[config.mk]
export PLATFORM = sky130hd
export DESIGN_NAME = pmux_top
export DESIGN_NICKNAME = d
export VERILOG_FILES = /design/src/pmux_pkg.sv /design/src/pmux_sync.sv /design/src/pmux_top.sv
export VERILOG_INCLUDE_DIRS = /design/src
export SDC_FILE = /design/constraint.sdc
export NUM_CORES = 1
export LEC_CHECK = 0
export ABC_CLOCK_PERIOD_IN_PS = 2400
export BUFFER_PORTS_ARGS = -buffer_cell sky130_fd_sc_hd__buf_2
export CORE_ASPECT_RATIO = 0.6
export CORE_MARGIN = 2
export CORE_UTILIZATION = 25
export CTS_CLUSTER_DIAMETER = 150
export DETAILED_ROUTE_END_ITERATION = 8
export GPL_ROUTABILITY_DRIVEN = 0
export PLACE_DENSITY = 0.54
export RECOVER_POWER = 25
export SLEW_MARGIN = 20
export SYNTH_ARGS = -nofsm -noshare
export SYNTH_HDL_FRONTEND = slang
export SYNTH_SLANG_ARGS = --single-unit
[constraint.sdc]
create_clock -name I_CLOCK -period 2.4 [get_ports I_CLOCK]
set_input_delay 0.24 -clock I_CLOCK [delete_from_list [all_inputs] [get_ports I_CLOCK]]
set_output_delay 0.24 -clock I_CLOCK [all_outputs]
set_load 0.02 [all_outputs]
[src/pmux_map.svh]
`ifndef PMUX_MAP_SVH
`define PMUX_MAP_SVH

// Register byte addresses
`define PMUX_OFS_CTRL      8'h00
`define PMUX_OFS_DIR_A     8'h04
`define PMUX_OFS_OUT_A     8'h08
`define PMUX_OFS_DIR_B     8'h0C
`define PMUX_OFS_OUT_B     8'h10
`define PMUX_OFS_PIN_IN    8'h14
`define PMUX_OFS_PC_MASK   8'h18
`define PMUX_OFS_PC_GROUP  8'h1C
`define PMUX_OFS_ADC_DIS   8'h20
`define PMUX_OFS_IRQ_STAT  8'h24
`define PMUX_OFS_IRQ_MASK  8'h28

// Control register fields
`define PMUX_CTRL_SCAN_DIS 7
`define PMUX_CTRL_PUD      4
`define PMUX_CTRL_VEC_SEL  1
`define PMUX_CTRL_VEC_CHG  0
`define PMUX_CTRL_WMASK    8'h93

// Pin-change layout: port A at 7:0, port B upper pins at 15:12
`define PMUX_PC_WMASK      16'hF0FF
`define PMUX_PC_B_BASE     12
`define PMUX_GRP0          0
`define PMUX_GRP1          1

// Reset values
`define PMUX_RST_8         8'h00
`define PMUX_RST_16        16'h0000

// Bus answers
`define PMUX_RESP_OKAY     2'b00
`define PMUX_RESP_SLVERR   2'b10
`endif

[src/pmux_pkg.sv]
package pmux_pkg;

    typedef enum logic [3:0] {
        PMUX_REG_CTRL,
        PMUX_REG_DIR_A,
        PMUX_REG_OUT_A,
        PMUX_REG_DIR_B,
        PMUX_REG_OUT_B,
        PMUX_REG_PIN_IN,
        PMUX_REG_PC_MASK,
        PMUX_REG_PC_GROUP,
        PMUX_REG_ADC_DIS,
        PMUX_REG_IRQ_STAT,
        PMUX_REG_IRQ_MASK,
        PMUX_REG_NONE
    } pmux_reg_t;

    // Override signals a peripheral may impose on one pin
    typedef struct packed {
        logic pullup_override_en;
        logic pullup_override_val;
        logic dir_override_en;
        logic dir_override_val;
        logic value_override_en;
        logic value_override_val;
        logic input_enable_override_en;
        logic input_enable_override_val;
    } pmux_ovr_t;

endpackage : pmux_pkg

[src/pmux_sync.sv]
`timescale 1ns/1ps
module pmux_sync #(
    parameter int W = 8
) (
    input  wire logic         i_clk,
    input  wire logic         i_rstn,
    input  wire logic [W-1:0] i_async,
    output logic      [W-1:0] o_sync
);
    logic [W-1:0] meta_ff;

    always_ff @(posedge i_clk or negedge i_rstn) begin
        if (!i_rstn) begin
            meta_ff <= '0;
            o_sync  <= '0;
        end else begin
            meta_ff <= i_async;
            o_sync  <= meta_ff;
        end
    end
endmodule : pmux_sync

[src/pmux_top.sv]
// Implementation choices: the register offsets and the AXI4-Lite slave port.
`timescale 1ns/1ps
`include "pmux_map.svh"

// Function
// RQ1 - Pull-up disable bit turns all pull-ups off.
// RQ2 - No pull-up, direction or value override on analog pins.
// RQ3 - Analog input enable overridden by armed pin or ADC disable.
// RQ4 - Synced analog pin input feeds pin-change source n.
// RQ5 - Analog pins are pin-change sources 7 to 0.
// RQ6 - SPI clock pin: driven as master, input as slave.
// RQ7 - Clock pin input as slave; direction bit rules as master.
// RQ8 - Data-in pin input as master; direction bit rules as slave.
// RQ9 - Data-out pin input as slave; direction bit rules as master.
// RQ10 - Select pin input as slave; direction bit rules as master.
// RQ11 - Slave SPI active only while select is low.
// RQ12 - Forced-input SPI pins keep value-bit pull-up control.
// RQ13 - Pin 4 drives compare B only when its direction bit is one.
// RQ14 - Port B pins 7 to 4 are sources 15 to 12.
// RQ15 - Otherwise pull-up on only for pattern 010.
// RQ16 - Input enable follows override value, else sleep state.
// RQ17 - Deep sleep clamps inputs low unless overridden.
// RQ18 - Control reserved bits read zero; all bits reset zero.
module pmux_top
    import pmux_pkg::*;
(
    // Clock and reset
    input  wire logic       I_CLOCK,
    input  wire logic       I_RSTN,
    // AXI4-Lite slave
    input  wire logic [7:0] I_AXI_AWADDR,
    input  wire logic       I_AXI_AWVALID,
    output logic            O_AXI_AWREADY,
    input  wire logic [31:0] I_AXI_WDATA,
    input  wire logic [3:0] I_AXI_WSTRB,
    input  wire logic       I_AXI_WVALID,
    output logic            O_AXI_WREADY,
    output logic [1:0]      O_AXI_BRESP,
    output logic            O_AXI_BVALID,
    input  wire logic       I_AXI_BREADY,
    input  wire logic [7:0] I_AXI_ARADDR,
    input  wire logic       I_AXI_ARVALID,
    output logic            O_AXI_ARREADY,
    output logic [31:0]     O_AXI_RDATA,
    output logic [1:0]      O_AXI_RRESP,
    output logic            O_AXI_RVALID,
    input  wire logic       I_AXI_RREADY,
    // Pads
    input  wire logic [7:0] I_PA_PAD,
    input  wire logic [7:4] I_PB_PAD,
    output logic [7:0]      O_PA_OE,
    output logic [7:0]      O_PA_OUT,
    output logic [7:0]      O_PA_PULLUP,
    output logic [7:0]      O_PA_DIE,
    output logic [7:4]      O_PB_OE,
    output logic [7:4]      O_PB_OUT,
    output logic [7:4]      O_PB_PULLUP,
    output logic [7:4]      O_PB_DIE,
    // Sleep controller
    input  wire logic       I_SLEEP_DEEP,
    // SPI unit
    input  wire logic       I_SPI_ENABLE,
    input  wire logic       I_SPI_MASTER,
    input  wire logic       I_SPI_SCK_OUT,
    input  wire logic       I_SPI_SLAVE_OUT,
    input  wire logic       I_SPI_MASTER_OUT,
    output logic            O_SPI_SCK_IN,
    output logic            O_SPI_MISO_IN,
    output logic            O_SPI_MOSI_IN,
    output logic            O_SPI_SS_N_IN,
    output logic            O_SPI_SLAVE_ACTIVE,
    // Timer 0
    input  wire logic       I_TIMER0_COMPARE_B_EN,
    input  wire logic       I_TIMER0_COMPARE_B_OUT,
    // Pin-change sources, control bits, interrupt
    output logic [15:0]     O_PCINT_IN,
    output logic            O_SCAN_PORT_DISABLE,
    output logic            O_VECTOR_TABLE_SELECT,
    output logic            O_VECTOR_CHANGE_ENABLE,
    output logic            O_IRQ
);

    function automatic pmux_reg_t reg_decode(input logic [7:0] addr);
        case (addr)
            `PMUX_OFS_CTRL:     reg_decode = PMUX_REG_CTRL;
            `PMUX_OFS_DIR_A:    reg_decode = PMUX_REG_DIR_A;
            `PMUX_OFS_OUT_A:    reg_decode = PMUX_REG_OUT_A;
            `PMUX_OFS_DIR_B:    reg_decode = PMUX_REG_DIR_B;
            `PMUX_OFS_OUT_B:    reg_decode = PMUX_REG_OUT_B;
            `PMUX_OFS_PIN_IN:   reg_decode = PMUX_REG_PIN_IN;
            `PMUX_OFS_PC_MASK:  reg_decode = PMUX_REG_PC_MASK;
            `PMUX_OFS_PC_GROUP: reg_decode = PMUX_REG_PC_GROUP;
            `PMUX_OFS_ADC_DIS:  reg_decode = PMUX_REG_ADC_DIS;
            `PMUX_OFS_IRQ_STAT: reg_decode = PMUX_REG_IRQ_STAT;
            `PMUX_OFS_IRQ_MASK: reg_decode = PMUX_REG_IRQ_MASK;
            default:            reg_decode = PMUX_REG_NONE;
        endcase
    endfunction : reg_decode
    // Returns {oe, value, pull-up, input enable}
    function automatic logic [3:0] pin_resolve(input pmux_ovr_t o, input logic dir, input logic val,
                                               input logic global_pullup_disable, input logic deep_sleep);
        logic pu, oe, q, die;
        pu  = o.pullup_override_en ? o.pullup_override_val : (~dir & val & ~global_pullup_disable);  // [RQ15] [RQ1]
        oe  = o.dir_override_en ? o.dir_override_val : dir;
        q   = o.value_override_en ? o.value_override_val : val;
        die = o.input_enable_override_en ? o.input_enable_override_val : ~deep_sleep;  // [RQ16] [RQ17]
        return {oe, q, pu, die};
    endfunction : pin_resolve

    // Byte-lane merge for 16-bit registers
    function automatic logic [15:0] lane_merge(input logic [15:0] old, input logic [31:0] wd,
                                               input logic [3:0] strb);
        lane_merge[7:0]  = strb[0] ? wd[7:0] : old[7:0];
        lane_merge[15:8] = strb[1] ? wd[15:8] : old[15:8];
    endfunction : lane_merge

    // Register state
    logic [7:0]  ctrl_ff, dir_a_ff, out_a_ff, adc_dis_ff;
    logic [7:4]  dir_b_ff, out_b_ff;
    logic [15:0] pc_mask_ff, irq_stat_ff, irq_mask_ff;
    logic [1:0]  pc_group_ff;
    // Bus state
    logic        aw_full_ff, w_full_ff, aw_take, w_take, ar_take, do_write, nxt_aw_full, nxt_w_full;
    logic [7:0]  aw_addr_ff;
    logic [31:0] w_data_ff, rd_word;
    logic [3:0]  w_strb_ff;
    pmux_reg_t   wr_sel, rd_sel;
    logic [15:0] wr_lo16;
    // Pin datapath
    logic [7:0]  pa_sync, nxt_pa_oe, nxt_pa_out, nxt_pa_pu, nxt_pa_die;
    logic [7:4]  pb_sync, nxt_pb_oe, nxt_pb_out, nxt_pb_pu, nxt_pb_die;
    logic [15:0] pc_in, pc_prev_ff, pc_armed, pc_event;
    logic        pc_primed_ff, global_pullup_disable, spi_slave, spi_master;

    assign global_pullup_disable        = ctrl_ff[`PMUX_CTRL_PUD];
    assign spi_slave  = I_SPI_ENABLE & ~I_SPI_MASTER;
    assign spi_master = I_SPI_ENABLE & I_SPI_MASTER;

    // Pads come from outside the clock domain
    pmux_sync #(.W(8)) u_sync_a (
        .i_clk   (I_CLOCK),
        .i_rstn  (I_RSTN),
        .i_async (I_PA_PAD),
        .o_sync  (pa_sync)
    );
    pmux_sync #(.W(4)) u_sync_b (
        .i_clk   (I_CLOCK),
        .i_rstn  (I_RSTN),
        .i_async (I_PB_PAD),
        .o_sync  (pb_sync)
    );

    assign pc_armed = pc_mask_ff & {{4{pc_group_ff[`PMUX_GRP1]}}, 4'h0, {8{pc_group_ff[`PMUX_GRP0]}}};

    always_comb begin
        pmux_ovr_t  ov;
        logic [3:0] r;
        ov = '0;
        r  = 4'h0;
        {nxt_pa_oe, nxt_pa_out, nxt_pa_pu, nxt_pa_die} = '0;
        {nxt_pb_oe, nxt_pb_out, nxt_pb_pu, nxt_pb_die} = '0;
        for (int n = 0; n < 8; n++) begin
            ov = '0;  // [RQ2]
            ov.input_enable_override_en  = pc_armed[n] | adc_dis_ff[n];  // [RQ3]
            ov.input_enable_override_val = pc_armed[n];  // [RQ3]
            r = pin_resolve(ov, dir_a_ff[n], out_a_ff[n], global_pullup_disable, I_SLEEP_DEEP);
            {nxt_pa_oe[n], nxt_pa_out[n], nxt_pa_pu[n], nxt_pa_die[n]} = r;
        end
        for (int n = 4; n < 8; n++) begin
            ov = '0;
            ov.pullup_override_val       = out_b_ff[n] & ~global_pullup_disable;  // [RQ12] [RQ1]
            ov.input_enable_override_en  = pc_armed[`PMUX_PC_B_BASE + n - 4];
            ov.input_enable_override_val = 1'b1;
            case (n)
                7: begin
                    ov.pullup_override_en = spi_slave;  // [RQ7]
                    ov.dir_override_en    = spi_slave;  // [RQ7]
                    ov.value_override_en  = spi_master;  // [RQ6]
                    ov.value_override_val = I_SPI_SCK_OUT;  // [RQ6]
                end
                6: begin
                    ov.pullup_override_en = spi_master;  // [RQ8]
                    ov.dir_override_en    = spi_master;  // [RQ8]
                    ov.value_override_en  = spi_slave;
                    ov.value_override_val = I_SPI_SLAVE_OUT;
                end
                5: begin
                    ov.pullup_override_en = spi_slave;  // [RQ9]
                    ov.dir_override_en    = spi_slave;  // [RQ9]
                    ov.value_override_en  = spi_master;
                    ov.value_override_val = I_SPI_MASTER_OUT;
                end
                default: begin
                    ov.pullup_override_en = spi_slave;  // [RQ10]
                    ov.dir_override_en    = spi_slave;  // [RQ10]
                    // Compare output reaches the pad only through the direction bit
                    ov.value_override_en  = I_TIMER0_COMPARE_B_EN;  // [RQ13]
                    ov.value_override_val = I_TIMER0_COMPARE_B_OUT;  // [RQ13]
                end
            endcase
            r = pin_resolve(ov, dir_b_ff[n], out_b_ff[n], global_pullup_disable, I_SLEEP_DEEP);
            {nxt_pb_oe[n], nxt_pb_out[n], nxt_pb_pu[n], nxt_pb_die[n]} = r;
        end
    end

    // Disabled inputs read as ground
    assign pc_in    = {pb_sync & nxt_pb_die, 4'h0, pa_sync & nxt_pa_die};  // [RQ4] [RQ5] [RQ14] [RQ17]
    assign pc_event = pc_primed_ff ? ((pc_in ^ pc_prev_ff) & pc_armed) : 16'h0000;

    always_ff @(posedge I_CLOCK or negedge I_RSTN) begin
        if (!I_RSTN) begin
            {O_PA_OE, O_PA_OUT, O_PA_PULLUP, O_PA_DIE} <= {`PMUX_RST_16, `PMUX_RST_16};
            {O_PB_OE, O_PB_OUT, O_PB_PULLUP, O_PB_DIE} <= `PMUX_RST_16;
        end else begin
            {O_PA_OE, O_PA_OUT, O_PA_PULLUP, O_PA_DIE} <= {nxt_pa_oe, nxt_pa_out, nxt_pa_pu, nxt_pa_die};
            {O_PB_OE, O_PB_OUT, O_PB_PULLUP, O_PB_DIE} <= {nxt_pb_oe, nxt_pb_out, nxt_pb_pu, nxt_pb_die};
        end
    end

    always_ff @(posedge I_CLOCK or negedge I_RSTN) begin
        if (!I_RSTN) begin
            O_PCINT_IN         <= `PMUX_RST_16;
            pc_prev_ff         <= `PMUX_RST_16;
            pc_primed_ff       <= 1'b0;
            O_SPI_SCK_IN       <= 1'b0;
            O_SPI_MISO_IN      <= 1'b0;
            O_SPI_MOSI_IN      <= 1'b0;
            O_SPI_SS_N_IN      <= 1'b1;
            O_SPI_SLAVE_ACTIVE <= 1'b0;
        end else begin
            O_PCINT_IN         <= pc_in;  // [RQ4] [RQ5] [RQ14]
            pc_prev_ff         <= pc_in;
            pc_primed_ff       <= 1'b1;
            {O_SPI_SCK_IN, O_SPI_MISO_IN, O_SPI_MOSI_IN, O_SPI_SS_N_IN} <= pb_sync;  // [RQ6]
            O_SPI_SLAVE_ACTIVE <= spi_slave & ~pb_sync[4];  // [RQ11]
        end
    end

    // AXI4-Lite write path
    assign aw_take     = I_AXI_AWVALID & O_AXI_AWREADY;
    assign w_take      = I_AXI_WVALID & O_AXI_WREADY;
    assign do_write    = aw_full_ff & w_full_ff & ~O_AXI_BVALID;
    assign nxt_aw_full = do_write ? 1'b0 : (aw_full_ff | aw_take);
    assign nxt_w_full  = do_write ? 1'b0 : (w_full_ff | w_take);
    assign wr_sel      = reg_decode(aw_addr_ff);
    assign wr_lo16     = lane_merge(16'h0000, w_data_ff, w_strb_ff);

    always_ff @(posedge I_CLOCK or negedge I_RSTN) begin
        if (!I_RSTN) begin
            aw_full_ff    <= 1'b0;
            w_full_ff     <= 1'b0;
            aw_addr_ff    <= 8'h00;
            w_data_ff     <= 32'h0000_0000;
            w_strb_ff     <= 4'h0;
            O_AXI_AWREADY <= 1'b0;
            O_AXI_WREADY  <= 1'b0;
            O_AXI_BVALID  <= 1'b0;
            O_AXI_BRESP   <= `PMUX_RESP_OKAY;
        end else begin
            aw_full_ff    <= nxt_aw_full;
            w_full_ff     <= nxt_w_full;
            O_AXI_AWREADY <= ~nxt_aw_full;
            O_AXI_WREADY  <= ~nxt_w_full;
            if (aw_take) begin
                aw_addr_ff <= I_AXI_AWADDR;
            end
            if (w_take) begin
                w_data_ff <= I_AXI_WDATA;
                w_strb_ff <= I_AXI_WSTRB;
            end
            if (do_write) begin
                O_AXI_BVALID <= 1'b1;
                O_AXI_BRESP  <= (wr_sel == PMUX_REG_NONE) ? `PMUX_RESP_SLVERR : `PMUX_RESP_OKAY;
            end else if (I_AXI_BREADY) begin
                O_AXI_BVALID <= 1'b0;
            end
        end
    end

    // A status set by hardware wins over a same-cycle clear
    always_ff @(posedge I_CLOCK or negedge I_RSTN) begin
        if (!I_RSTN) begin
            ctrl_ff     <= `PMUX_RST_8;  // [RQ18]
            dir_a_ff    <= `PMUX_RST_8;
            out_a_ff    <= `PMUX_RST_8;
            dir_b_ff    <= 4'h0;
            out_b_ff    <= 4'h0;
            pc_mask_ff  <= `PMUX_RST_16;
            pc_group_ff <= 2'b00;
            adc_dis_ff  <= `PMUX_RST_8;
            irq_mask_ff <= `PMUX_RST_16;
            irq_stat_ff <= `PMUX_RST_16;
        end else begin
            if (do_write && w_strb_ff[0]) begin
                case (wr_sel)
                    PMUX_REG_CTRL:     ctrl_ff <= w_data_ff[7:0] & `PMUX_CTRL_WMASK;  // [RQ18]
                    PMUX_REG_DIR_A:    dir_a_ff <= w_data_ff[7:0];
                    PMUX_REG_OUT_A:    out_a_ff <= w_data_ff[7:0];
                    PMUX_REG_DIR_B:    dir_b_ff <= w_data_ff[7:4];
                    PMUX_REG_OUT_B:    out_b_ff <= w_data_ff[7:4];
                    PMUX_REG_PC_GROUP: pc_group_ff <= w_data_ff[1:0];
                    PMUX_REG_ADC_DIS:  adc_dis_ff <= w_data_ff[7:0];
                    default: ;
                endcase
            end
            if (do_write && wr_sel == PMUX_REG_PC_MASK) begin
                pc_mask_ff <= lane_merge(pc_mask_ff, w_data_ff, w_strb_ff) & `PMUX_PC_WMASK;
            end
            if (do_write && wr_sel == PMUX_REG_IRQ_MASK) begin
                irq_mask_ff <= lane_merge(irq_mask_ff, w_data_ff, w_strb_ff) & `PMUX_PC_WMASK;
            end
            if (do_write && wr_sel == PMUX_REG_IRQ_STAT) begin
                irq_stat_ff <= (irq_stat_ff & ~wr_lo16) | pc_event;
            end else begin
                irq_stat_ff <= irq_stat_ff | pc_event;
            end
        end
    end

    always_ff @(posedge I_CLOCK or negedge I_RSTN) begin
        if (!I_RSTN) begin
            O_IRQ                  <= 1'b0;
            {O_SCAN_PORT_DISABLE, O_VECTOR_TABLE_SELECT, O_VECTOR_CHANGE_ENABLE} <= 3'b000;
        end else begin
            O_IRQ                  <= |(irq_stat_ff & irq_mask_ff);
            {O_SCAN_PORT_DISABLE, O_VECTOR_TABLE_SELECT, O_VECTOR_CHANGE_ENABLE} <=
                {ctrl_ff[`PMUX_CTRL_SCAN_DIS], ctrl_ff[`PMUX_CTRL_VEC_SEL], ctrl_ff[`PMUX_CTRL_VEC_CHG]};
        end
    end

    // AXI4-Lite read path
    assign ar_take = I_AXI_ARVALID & O_AXI_ARREADY;
    assign rd_sel  = reg_decode(I_AXI_ARADDR);

    always_comb begin
        rd_word = 32'h0000_0000;
        case (rd_sel)
            PMUX_REG_CTRL:     rd_word[7:0] = ctrl_ff;  // [RQ18]
            PMUX_REG_DIR_A:    rd_word[7:0] = dir_a_ff;
            PMUX_REG_OUT_A:    rd_word[7:0] = out_a_ff;
            PMUX_REG_DIR_B:    rd_word[7:4] = dir_b_ff;
            PMUX_REG_OUT_B:    rd_word[7:4] = out_b_ff;
            PMUX_REG_PIN_IN:   rd_word[15:0] = pc_in;
            PMUX_REG_PC_MASK:  rd_word[15:0] = pc_mask_ff;
            PMUX_REG_PC_GROUP: rd_word[1:0] = pc_group_ff;
            PMUX_REG_ADC_DIS:  rd_word[7:0] = adc_dis_ff;
            PMUX_REG_IRQ_STAT: rd_word[15:0] = irq_stat_ff;
            PMUX_REG_IRQ_MASK: rd_word[15:0] = irq_mask_ff;
            default:           rd_word = 32'h0000_0000;
        endcase
    end

    always_ff @(posedge I_CLOCK or negedge I_RSTN) begin
        if (!I_RSTN) begin
            O_AXI_ARREADY <= 1'b0;
            O_AXI_RVALID  <= 1'b0;
            O_AXI_RDATA   <= 32'h0000_0000;
            O_AXI_RRESP   <= `PMUX_RESP_OKAY;
        end else begin
            if (ar_take) begin
                O_AXI_RVALID  <= 1'b1;
                O_AXI_ARREADY <= 1'b0;
                O_AXI_RDATA   <= rd_word;
                O_AXI_RRESP   <= (rd_sel == PMUX_REG_NONE) ? `PMUX_RESP_SLVERR : `PMUX_RESP_OKAY;
            end else if (O_AXI_RVALID) begin
                if (I_AXI_RREADY) begin
                    O_AXI_RVALID  <= 1'b0;
                    O_AXI_ARREADY <= 1'b1;
                end
            end else begin
                O_AXI_ARREADY <= 1'b1;
            end
        end
    end

endmodule : pmux_top

======== Word-level counts from Yosys, hierarchy flattened ========
Index checks and enable logic that the tools add are counted.
storage, ports and cells
  flip-flop bits (word level) ............. 225
  bits of input ports ..................... 79
  output and inout bits ................... 114
  logic and storage cells ................. 232
cells by class
  equal/unequal tests ..................... 42
  multiplexer cells ....................... 46
  bitwise operators ....................... 75
  reductions and logical operators ........ 21
operator list
  operator            number
  $pmux 4 s11         2
  $and 16x16->16      4
  $eq 8x5->1 const B  8
  $eq 8x6->1 const B  6
  $pmux 4 s10         1
  $and 1x1->1         36
  $mux 1              34
  $eq 4x4->1 const B  8
  $eq 8x4->1 const B  4
  $mux 16             2
  $or 16x16->16       2
  $pmux 8 s4          1
  $eq 4x3->1 const B  7
  $reduce_and 2->1    11
  $not 1->1           19
  $pmux 2 s9          1
  $eq 4x2->1 const B  4
  $eq 8x3->1 const B  2
  $logic_not 8->1     2
  $mux 8              2
  $not 16->16         1
  $reduce_or 16->1    1
  $xor 16x16->16      1
  $pmux 2 s7          1
  other kinds (9)     24

======== Depth between registers and ports, before layout ========
Gate-level depths: netlist (run 1).
  word-level depth ........................ 9
  mapped depth ............................ 8
  mapped depth without buffers ............ 5

======== Modules after synthesis ========
From an unflattened synthesis (run 1), not the netlist that was laid out.
unflattened totals
  cell total of the unflattened synthesis .. 656
  area total of the unflattened synthesis .. 8853.5 um^2
modules (own cells, without submodules)
  module                 times used  cells each  area an instance (um^2)  sequential area each (um^2)
  pmux_top               1           632         8252.9                   4981.0
  pmux_sync at u_sync_a  1           16          400.4                    400.4
  pmux_sync at u_sync_b  1           8           200.2                    200.2

======== Least setup slack after synthesis (run 1) ========
Ideal clock, no wire load.
  path kind ............................... reg-to-reg
  start point ............................. register O_AXI_BVALID
  end point ............................... register dir_a_ff[0]
  library setup time ...................... 125 ps
  data arrival time ....................... 1710 ps
  required time ........................... 2275 ps
  slack ................................... 565 ps
  stages on the path, launching flop included .. 5
  buffers on the path ..................... 0
  clock period less this slack ............ 1835 ps
  path through ............................ dfrtp_1 -> and3b_1 -> nand3_1 -> nor3b_2 -> mux2_2
on the way
  longest elaborated chain between the ends .. 4
RTL lines
  item                        RTL line         RTL
  start, declared             pmux_top.sv:39   output logic O_AXI_BVALID,
  start signal, assigned      pmux_top.sv:257  O_AXI_BVALID <= 1'b0;
  start signal, assigned      pmux_top.sv:272  O_AXI_BVALID <= 1'b1;
  start signal, assigned      pmux_top.sv:275  O_AXI_BVALID <= 1'b0;
  $not 1->1                   pmux_top.sv:242  assign do_write = aw_full_ff & w_full_ff & ~O_AXI_BVALID;
  $and 1x1->1                 pmux_top.sv:242
  $logic_and 1x1->1           pmux_top.sv:294  if (do_write && w_strb_ff[0]) begin
  $reduce_and 2->1 (no line)  n/a
  end signal, assigned        pmux_top.sv:284  dir_a_ff <= `PMUX_RST_8;
  end signal, assigned        pmux_top.sv:297  PMUX_REG_DIR_A: dir_a_ff <= w_data_ff[7:0];
  end, declared               pmux_top.sv:118  logic [7:0] ctrl_ff, dir_a_ff, out_a_ff, adc_dis_ff;
No other way between the ends.
A chain may end at the register's enable or synchronous reset.

======== Worst setup path after layout (run 1) ========
  start point ............................. register aw_addr_ff[1]
  end point ............................... register irq_mask_ff[3]
on the way
  longest elaborated chain between the ends .. 5
  elaborated cells between the ends (all ways) .. 15
  those cells by class .................... 11 x eq/ne; 1 x mux; 3 x reduce/logical
RTL lines
  item                                RTL line         RTL
  start, declared                     pmux_top.sv:124  logic [7:0] aw_addr_ff;
  start signal, assigned              pmux_top.sv:252  aw_addr_ff <= 8'h00;
  start signal, assigned              pmux_top.sv:265  aw_addr_ff <= I_AXI_AWADDR;
  $eq 8x6->1 (tied with other cells)  pmux_top.sv:84   case (addr)
  $pmux 4 s11 (*)                     pmux_top.sv:84
  $eq 4x4->1 (*)                      pmux_top.sv:309  if (do_write && wr_sel == PMUX_REG_IRQ_MASK) begin
  $logic_and 1x1->1 (*)               pmux_top.sv:309
  $reduce_and 2->1 (no line) (*)      n/a
  end signal, assigned                pmux_top.sv:291  irq_mask_ff <= `PMUX_RST_16;
  end signal, assigned                pmux_top.sv:310  irq_mask_ff <= lane_merge(irq_mask_ff, w_data_ff, w_strb_ff) & `PMUX_PC_WMASK;
  end, declared                       pmux_top.sv:120  logic [15:0] pc_mask_ff, irq_stat_ff, irq_mask_ff;
Mark *: on every way between the ends. The rest lies on a longest branch, timed or not.

==> impl_metrics.json, run 1 <==
{
  "ys_seq_elements": 223,
  "synth_edf_count": 0,
  "fmaxAchievable_ghz": 0.4906,
  "yosysSeqAreaShare_pct": 62.40,
  "antenna_found_initial": 1,
  "via_per_inst": 4.533,
  "crit_start": "aw_addr_ff[1]$_DFFE_PN0P_",
  "ff_latch_area_sq_um": 5582,
  "initial_utilization_pct": 25.45,
  "peakVddDrop_mv": 0.5181,
  "cts_root_buf": "clkbuf_16",
  "multi_input_area_sq_um": 3113,
  "finalSetupViolations": 0,
  "grt_pass1_vias": 6047,
  "tightest_slew_ns": 0.7602,
  "slew_headroom_pct": 49.32,
  "crit_path_max_fanout": 8,
  "start_kind": "register",
  "worstSetupEndpointType": "register",
  "hp-start": "I_SPI_ENABLE",
  "grt_usage_pct": 14.53,
  "critPathArrivalTime_ns": 2.45,
  "io_buffer_count": 152,
  "synthTopCellsByArea": "dfrtp_1, mux2_2, nand2_1, buf_4, a32o_1",
  "grt-ovfl-total": 0,
  "drive_gt1_share_pct": 35.56,
  "worstHoldPathType": "in2reg",
  "drt_pre_antenna_iters": 5,
  "finalMaxSlewViolations": 0,
  "synth_top_area_share_pct": 62.11,
  "synth_cell_types": 57,
  "tritoncts": "done",
  "p_total_w": 0.01033,
  "rows": 53,
  "grtUsageMet2_pct": 19.22,
  "post-cts-setup-buffer-count": 0,
  "drc": 0,
  "fin_worst_skew_ns": 0.01250,
  "crit_required_ns": 2.81,
  "rsz0062_at_grt": "false",
  "hold_viol": 0,
  "design.core.area_sq_um": 35150,
  "final_nets": 975,
  "die_h_microns": 150.5,
  "use_met1_pct": 22.95,
  "yosys.area.top_type": "dfrtp_1",
  "crit_type": "reg2reg",
  "clockBufferDepth": 3,
  "place_inst": 1289,
  "busiest_layer": "met1",
  "post-place-ws_ns": 0.3875,
  "grt_pass1_wl_microns": 40230,
  "p_per_area_nw_per_um2": 888.4,
  "syn_avg_cell_area_sq_um": 13.23,
  "p_leak_nw": 5.532,
  "ant_nets": 0,
  "synth_cells": 676,
  "num-fill-cells": 3546,
  "dpl.hpwl_microns": 20090,
  "max_cap_violations": 0,
  "setup_tns_ns": 0,
  "slowest_stage": "and3_1",
  "synthArstFlopShare_pct": 100.0,
  "r2r-start": "aw_addr_ff[1]$_DFFE_PN0P_",
  "clk_latency_ns": 0.53,
  "die_w_microns": 248.2,
  "synth_warnings": 0,
  "ios": 193,
  "yosys-top-cells-count": "dfrtp_1, mux2_2, nand2_1, o21ai_0, buf_4",
  "whs_path_depth": 3,
  "met3_usage_pct": 4.242,
  "layout_setup_ws_ns": 0.3615,
  "clock_sinks": 223,
  "fin_crit_ns": 2.038,
  "reg2reg_depth": 5,
  "cts_buffers": 24,
  "status": "finished, final reports clean",
  "netlist_area_sq_um": 8945,
  "cpPeakStageDelay_ns": 0.45,
  "clk_pin_slew_ns": 0.07,
  "synthToLayoutAreaGrowth_pct": 30.00,
  "wl_microns": 27120,
  "crit_chain": "nor4_4 > nand2_1 > nor2_1 > and3_1 > mux2_2",
  "stdcell_count": 1382,
  "synth_flop_cell": "dfrtp_1",
  "routedWlPerCell_microns": 19.62,
  "grt_max_degree": 71,
  "hold_slack_ns": 0.09122,
  "drt_iter0_drc": 495,
  "period_share_pct": 84.94,
  "synth_most_common_cell": "dfrtp_1",
  "dieArea_sq_um": 37360,
  "htreeDepth": 1,
  "num_vias": 6265
}
-- report_power, final --
part	switching [W]	leakage [nW]	internal, W	total (W)
sequential	0.000664	2.92	0.00429	0.00495
clock	0.00160	0.409	0.00230	0.00391
combinational	0.000796	2.21	0.000679	0.00147
-- final timing paths --
check | endpoint | slack [ns]
worst min register to register | u_sync_a.o_sync[5]$_DFF_PN0_ | 0.35
max in group asynchronous | O_SPI_SS_N_IN$_DFF_PN1_ | 1.40
worst max-delay path | irq_mask_ff[3]$_DFFE_PN0P_ | 0.36
worst min-delay path | O_SPI_SLAVE_ACTIVE$_DFF_PN0_ | 0.09
worst max register to register | irq_mask_ff[3]$_DFFE_PN0P_ | 0.36
min in group asynchronous | O_PA_OE[7]$_DFF_PN0_ | 0.25
-- worst max-delay path: cells and delay by family (launching register included) --
| family | cells | cell delay (ns) |
|---|---|---|
| and+or+nand+nor | 4 | 1.11 |
| DFF | 1 | 0.41 |
| muxes | 1 | 0.38 |
-- per-stage QoR --
step	util (%)	cell area [sq um]
2_1_floorplan	-	9024
3_3_place_gp	29.36	10320
3_5_place_dp	29.36	10320
4_1_cts	33.09	11630
5_1_grt	33.09	11630
6_report	33.09	11630
-- layout by cell type, fill, tap and decap left out, types with 5 or more instances in the layout --
cell type	netlist	final
o2bb2ai_1	6	6
a32oi_1	5	5
nand3_1	11	11
a21boi_0	6	6
and2_1	19	15
xor2_1	12	12
nand2_1	50	50
inv_1	8	8
clkbuf_16	0	25
a32o_1	14	14
nor3b_1	14	14
buf_2	10	150
clkbuf_1	17	5
o21ai_0	25	25
nor2_1	12	12
dfrtp_1	222	222
dlygate4sd3_1	0	48
nand4_1	7	7
a21oi_1	12	12
nor2b_1	8	8
nor3_1	12	12
mux2i_1	10	10
clkinv_2	0	5
a22oi_1	8	8
a22o_1	9	9
conb_1	2	23
mux2_2	98	98
buf_4	22	23
-- state kept, by name, indices dropped and copies added, names as in the netlist, 8 cells and up --
register / count
O_AXI_RDATA: 16
irq_stat_ff: 16
w_data_ff: 16
irq_mask_ff: 12
pc_mask_ff: 12
pc_prev_ff: 12
O_PA_DIE: 8
O_PA_OE: 8
O_PA_OUT: 8
O_PA_PULLUP: 8
adc_dis_ff: 8
aw_addr_ff: 8
dir_a_ff: 8
nxt_pa_out: 8
u_sync_a.meta_ff: 8
u_sync_a.o_sync: 8
-- per-layer routing --
metal | vias to the layer above | wire, microns
met3 | 28 | 2006
met5 | - | 0
li1 | 2860 | -
met4 | 0 | 398
met1 | 3161 | 13780
met2 | 216 | 10940
-- logic make-up (layout without fill, tap and decap cells) --
logic type	Yosys count	in the layout	share of synthesized area, %
DFF	223	223	62.40
and+or+nand+nor	160	160	10.27
AOI/OAI and AO/OA	109	109	8.938
muxes	108	108	13.46
buffers and inverters	62	279	3.679
xor gates and xnor gates	12	12	1.175
other	2	24	0.08396
-- area by class of cell --
cell class	count	area share, %
sequential	223	48.00
multi-input combinational	412	26.77
timing repair buffer	227	12.78
clock buffer	30	5.713
tap	467	5.025
clock inverter	14	1.431
inverter	8	0.2582
antenna	1	0.02152
-- repair_timing --
| item | 4_1_cts | 5_1_grt |
|---|---|---|
| hold endpoints to repair | 108 | 0 |
| gates resized for setup | 0 | 0 |
| hold buffers | 48 | 0 |
Note: power is estimated with default switching activity, not from simulation.
==> inputs of run 2 (changes only) <==
ABC_CLOCK_PERIOD_IN_PS = 2050   (was 2400)
clock period = 2.05 ns   (was 2.4 ns; I/O delays follow)
==> run 2 against run 1 <==
Flip-flop and latch count unchanged. Clock power is 9.5% higher. Worst hold slack worse by 0.035 ns. Cell count up 0.65%. Die area unchanged. Core utilization increased by 0.12 points.
==> impl_metrics.json, run 2 (synthesized netlist as in run 1, its figures left out) <==
{
  "status": "finished, final reports clean",
  "r2r-start": "aw_addr_ff[1]$_DFFE_PN0P_",
  "final_nets": 985,
  "critPathArrivalTime_ns": 2.33,
  "period_share_pct": 93.27,
  "reg2reg_slack_ns": 0.14,
  "power_switching_share_pct": 29.55,
  "post-route-cell-area_sq_um": 11670,
  "layout_commonest_cell": "dfrtp_1",
  "worstHoldPathType": "in2reg",
  "crit_type": "reg2reg",
  "cp_top_family": "simple AND/OR/NAND/NOR gates",
  "critPathBufInv": 0,
  "initial_utilization_pct": 25.45,
  "layout_common_cells": "dfrtp_1, buf_2, mux2_2",
  "synthToLayoutAreaGrowth_pct": 30.49,
  "fin_crit_ns": 1.912,
  "wl_microns": 26980,
  "drive_gt1_share_pct": 36.12,
  "reg.largest.list": "O_AXI_RDATA (16), irq_stat_ff (16), w_data_ff (16)",
  "fmaxAchievable_ghz": 0.5230,
  "layout_setup_ws_ns": 0.1379,
  "drc": 0,
  "fin_worst_skew_ns": 0.01368,
  "grt_usage_pct": 14.60,
  "reg2reg_depth": 5,
  "start_kind": "register",
  "drt_pre_antenna_iters": 5,
  "drt_iter0_drc": 534,
  "clkPwrFrac_pct": 36.2,
  "post-place-ws_ns": 0.06556,
  "hp-start": "I_SPI_ENABLE",
  "grt-ovfl-total": 0,
  "dpl.hpwl_microns": 20320,
  "cpPeakStageDelay_ns": 0.40,
  "p_int_w": 0.008327,
  "clk_latency_ns": 0.53,
  "hold_end": "O_SPI_SLAVE_ACTIVE$_DFF_PN0_",
  "die_h_microns": 150.5,
  "finalSetupViolations": 0,
  "crit_required_ns": 2.46,
  "crit_path_max_fanout": 5,
  "reg2reg_to": "irq_mask_ff[13]$_DFFE_PN0P_",
  "hold_viol": 0,
  "whs_path_depth": 3,
  "io_buffer_count": 152,
  "clk_pin_slew_ns": 0.06,
  "worstSetupEndpointType": "register",
  "die_w_microns": 248.2,
  "finalMaxSlewViolations": 0,
  "rows": 53,
  "p_per_area_nw_per_um2": 1013,
  "rsz0062_at_grt": "true",
  "cts_root_buf": "clkbuf_16",
  "ios": 193,
  "antenna_found_initial": 2,
  "place_area_sq_um": 10420,
  "clockBufferDepth": 3,
  "cts_buffers": 24,
  "max_cap_violations": 0,
  "design.core.area_sq_um": 35150,
  "seqPwrFrac_pct": 49.1,
  "num_vias": 6351,
  "p_switching_w": 0.003492,
  "grt_pass1_wl_microns": 40570,
  "tritoncts": "done",
  "grt_pass1_vias": 6229,
  "combPwrFrac_pct": 14.7,
  "clock_sinks": 223,
  "slew_headroom_pct": 15.44,
  "peakVddDrop_mv": 0.4871,
  "p_leak_nw": 5.561,
  "routedWlPerCell_microns": 19.39,
  "grt_max_degree": 81,
  "via_per_inst": 4.566,
  "dieArea_sq_um": 37360,
  "post-cts-setup-buffer-count": 0,
  "slowest_stage": "dfrtp_1",
  "tightest_slew_ns": 1.268,
  "htreeDepth": 1,
  "crit_chain": "nor4_4 > nand2_1 > nor2_1 > and3_1 > mux2_2",
  "ant_nets": 0
}
## run 2: cell types whose count changed in the layout (fill, tap and decap cells not counted), moves of 2 or more
cell | before | now
buf_12 | 3 | 5
buf_2 | 150 | 148
buf_4 | 23 | 28
bufinv_16 | 3 | 0
clkbuf_1 | 5 | 8
clkbuf_2 | 0 | 4
clkbuf_8 | 2 | 8
clkinv_2 | 5 | 3
clkinv_4 | 4 | 1
## run 2: area by class of cell
type | instances | area (sq um)
Multi-Input combinational cell | 412 | 3123
Clock buffer | 37 | 750.7
Sequential cell | 223 | 5582
Inverter | 8 | 30.03
Clock inverter | 5 | 31.28
Antenna cell | 2 | 5.005
Fill cell | 3546 | 23470
Tap cell | 467 | 584.3
Timing Repair Buffer | 237 | 1567
## run 2: how the worst max path moves through the flow
stage | start | depth (start not counted) | endpoint | slack (ns)
after global routing | aw_addr_ff[1]$_DFFE_PN0P_ | 5 | irq_mask_ff[13]$_DFFE_PN0P_ | -0.007
after global placement | aw_addr_ff[1]$_DFFE_PN0P_ | 4 | out_b_ff[6]$_DFFE_PN0P_ | 0.10
final | aw_addr_ff[1]$_DFFE_PN0P_ | 5 | irq_mask_ff[13]$_DFFE_PN0P_ | 0.14
after detailed placement | aw_addr_ff[1]$_DFFE_PN0P_ | 4 | out_b_ff[6]$_DFFE_PN0P_ | 0.07
after CTS | aw_addr_ff[1]$_DFFE_PN0P_ | 4 | out_b_ff[6]$_DFFE_PN0P_ | 0.06
after floorplan | O_AXI_BVALID$_DFFE_PN0P_ | 4 | dir_a_ff[0]$_DFFE_PN0P_ | 0.22
## run 2: repair_timing
item	4_1_cts	5_1_grt
hold buffers	48	0
resized for setup	0	3
setup endpoints to repair	0	6
endpoints found under the hold margin	97	0
## run 2: routing by layer
| metal | vias up | GRT usage (%) | wire, microns |
|---|---|---|---|
| met3 | 37 | 3.583 | 2063 |
| met4 | 0 | 3.095 | 459 |
| met1 | 3225 | 23.33 | 13540 |
| li1 | 2865 | - | - |
| met2 | 224 | 19.33 | 10920 |
| met5 | - | 0 | 0 |
## run 2: tightest hold or removal path, stage by stage
cell	delay (ns)
buf_2	0.10
nand2b_1	0.16
nor2_1	0.06
## run 2: power by group through the flow
stage	logic, W	registers [W]	clock network (W)
after CTS	0.00177	0.00580	0.00440
after detailed placement	0.00169	0.00587	0
final	0.00174	0.00580	0.00428
after floorplan	0.000967	0.00569	0
after global placement	0.00166	0.00585	0
after global routing	0.00191	0.00591	0.00459
## run 2: stage by stage
stage          hold slack (ns)  instances  utilization [%]    TNS, ns  total power (W)
6_report               0.05668       1391            33.21          0          0.01182
3_3_place_gp            0.1386       1299            29.65          0         0.007509
4_1_cts                0.05525       1389            33.24          0          0.01197
3_5_place_dp            0.1424       1299            29.65          0         0.007562
5_1_grt                 0.1049       1391            33.21  -0.009584          0.01241
2_1_floorplan         -0.09059        697                -          0         0.006653
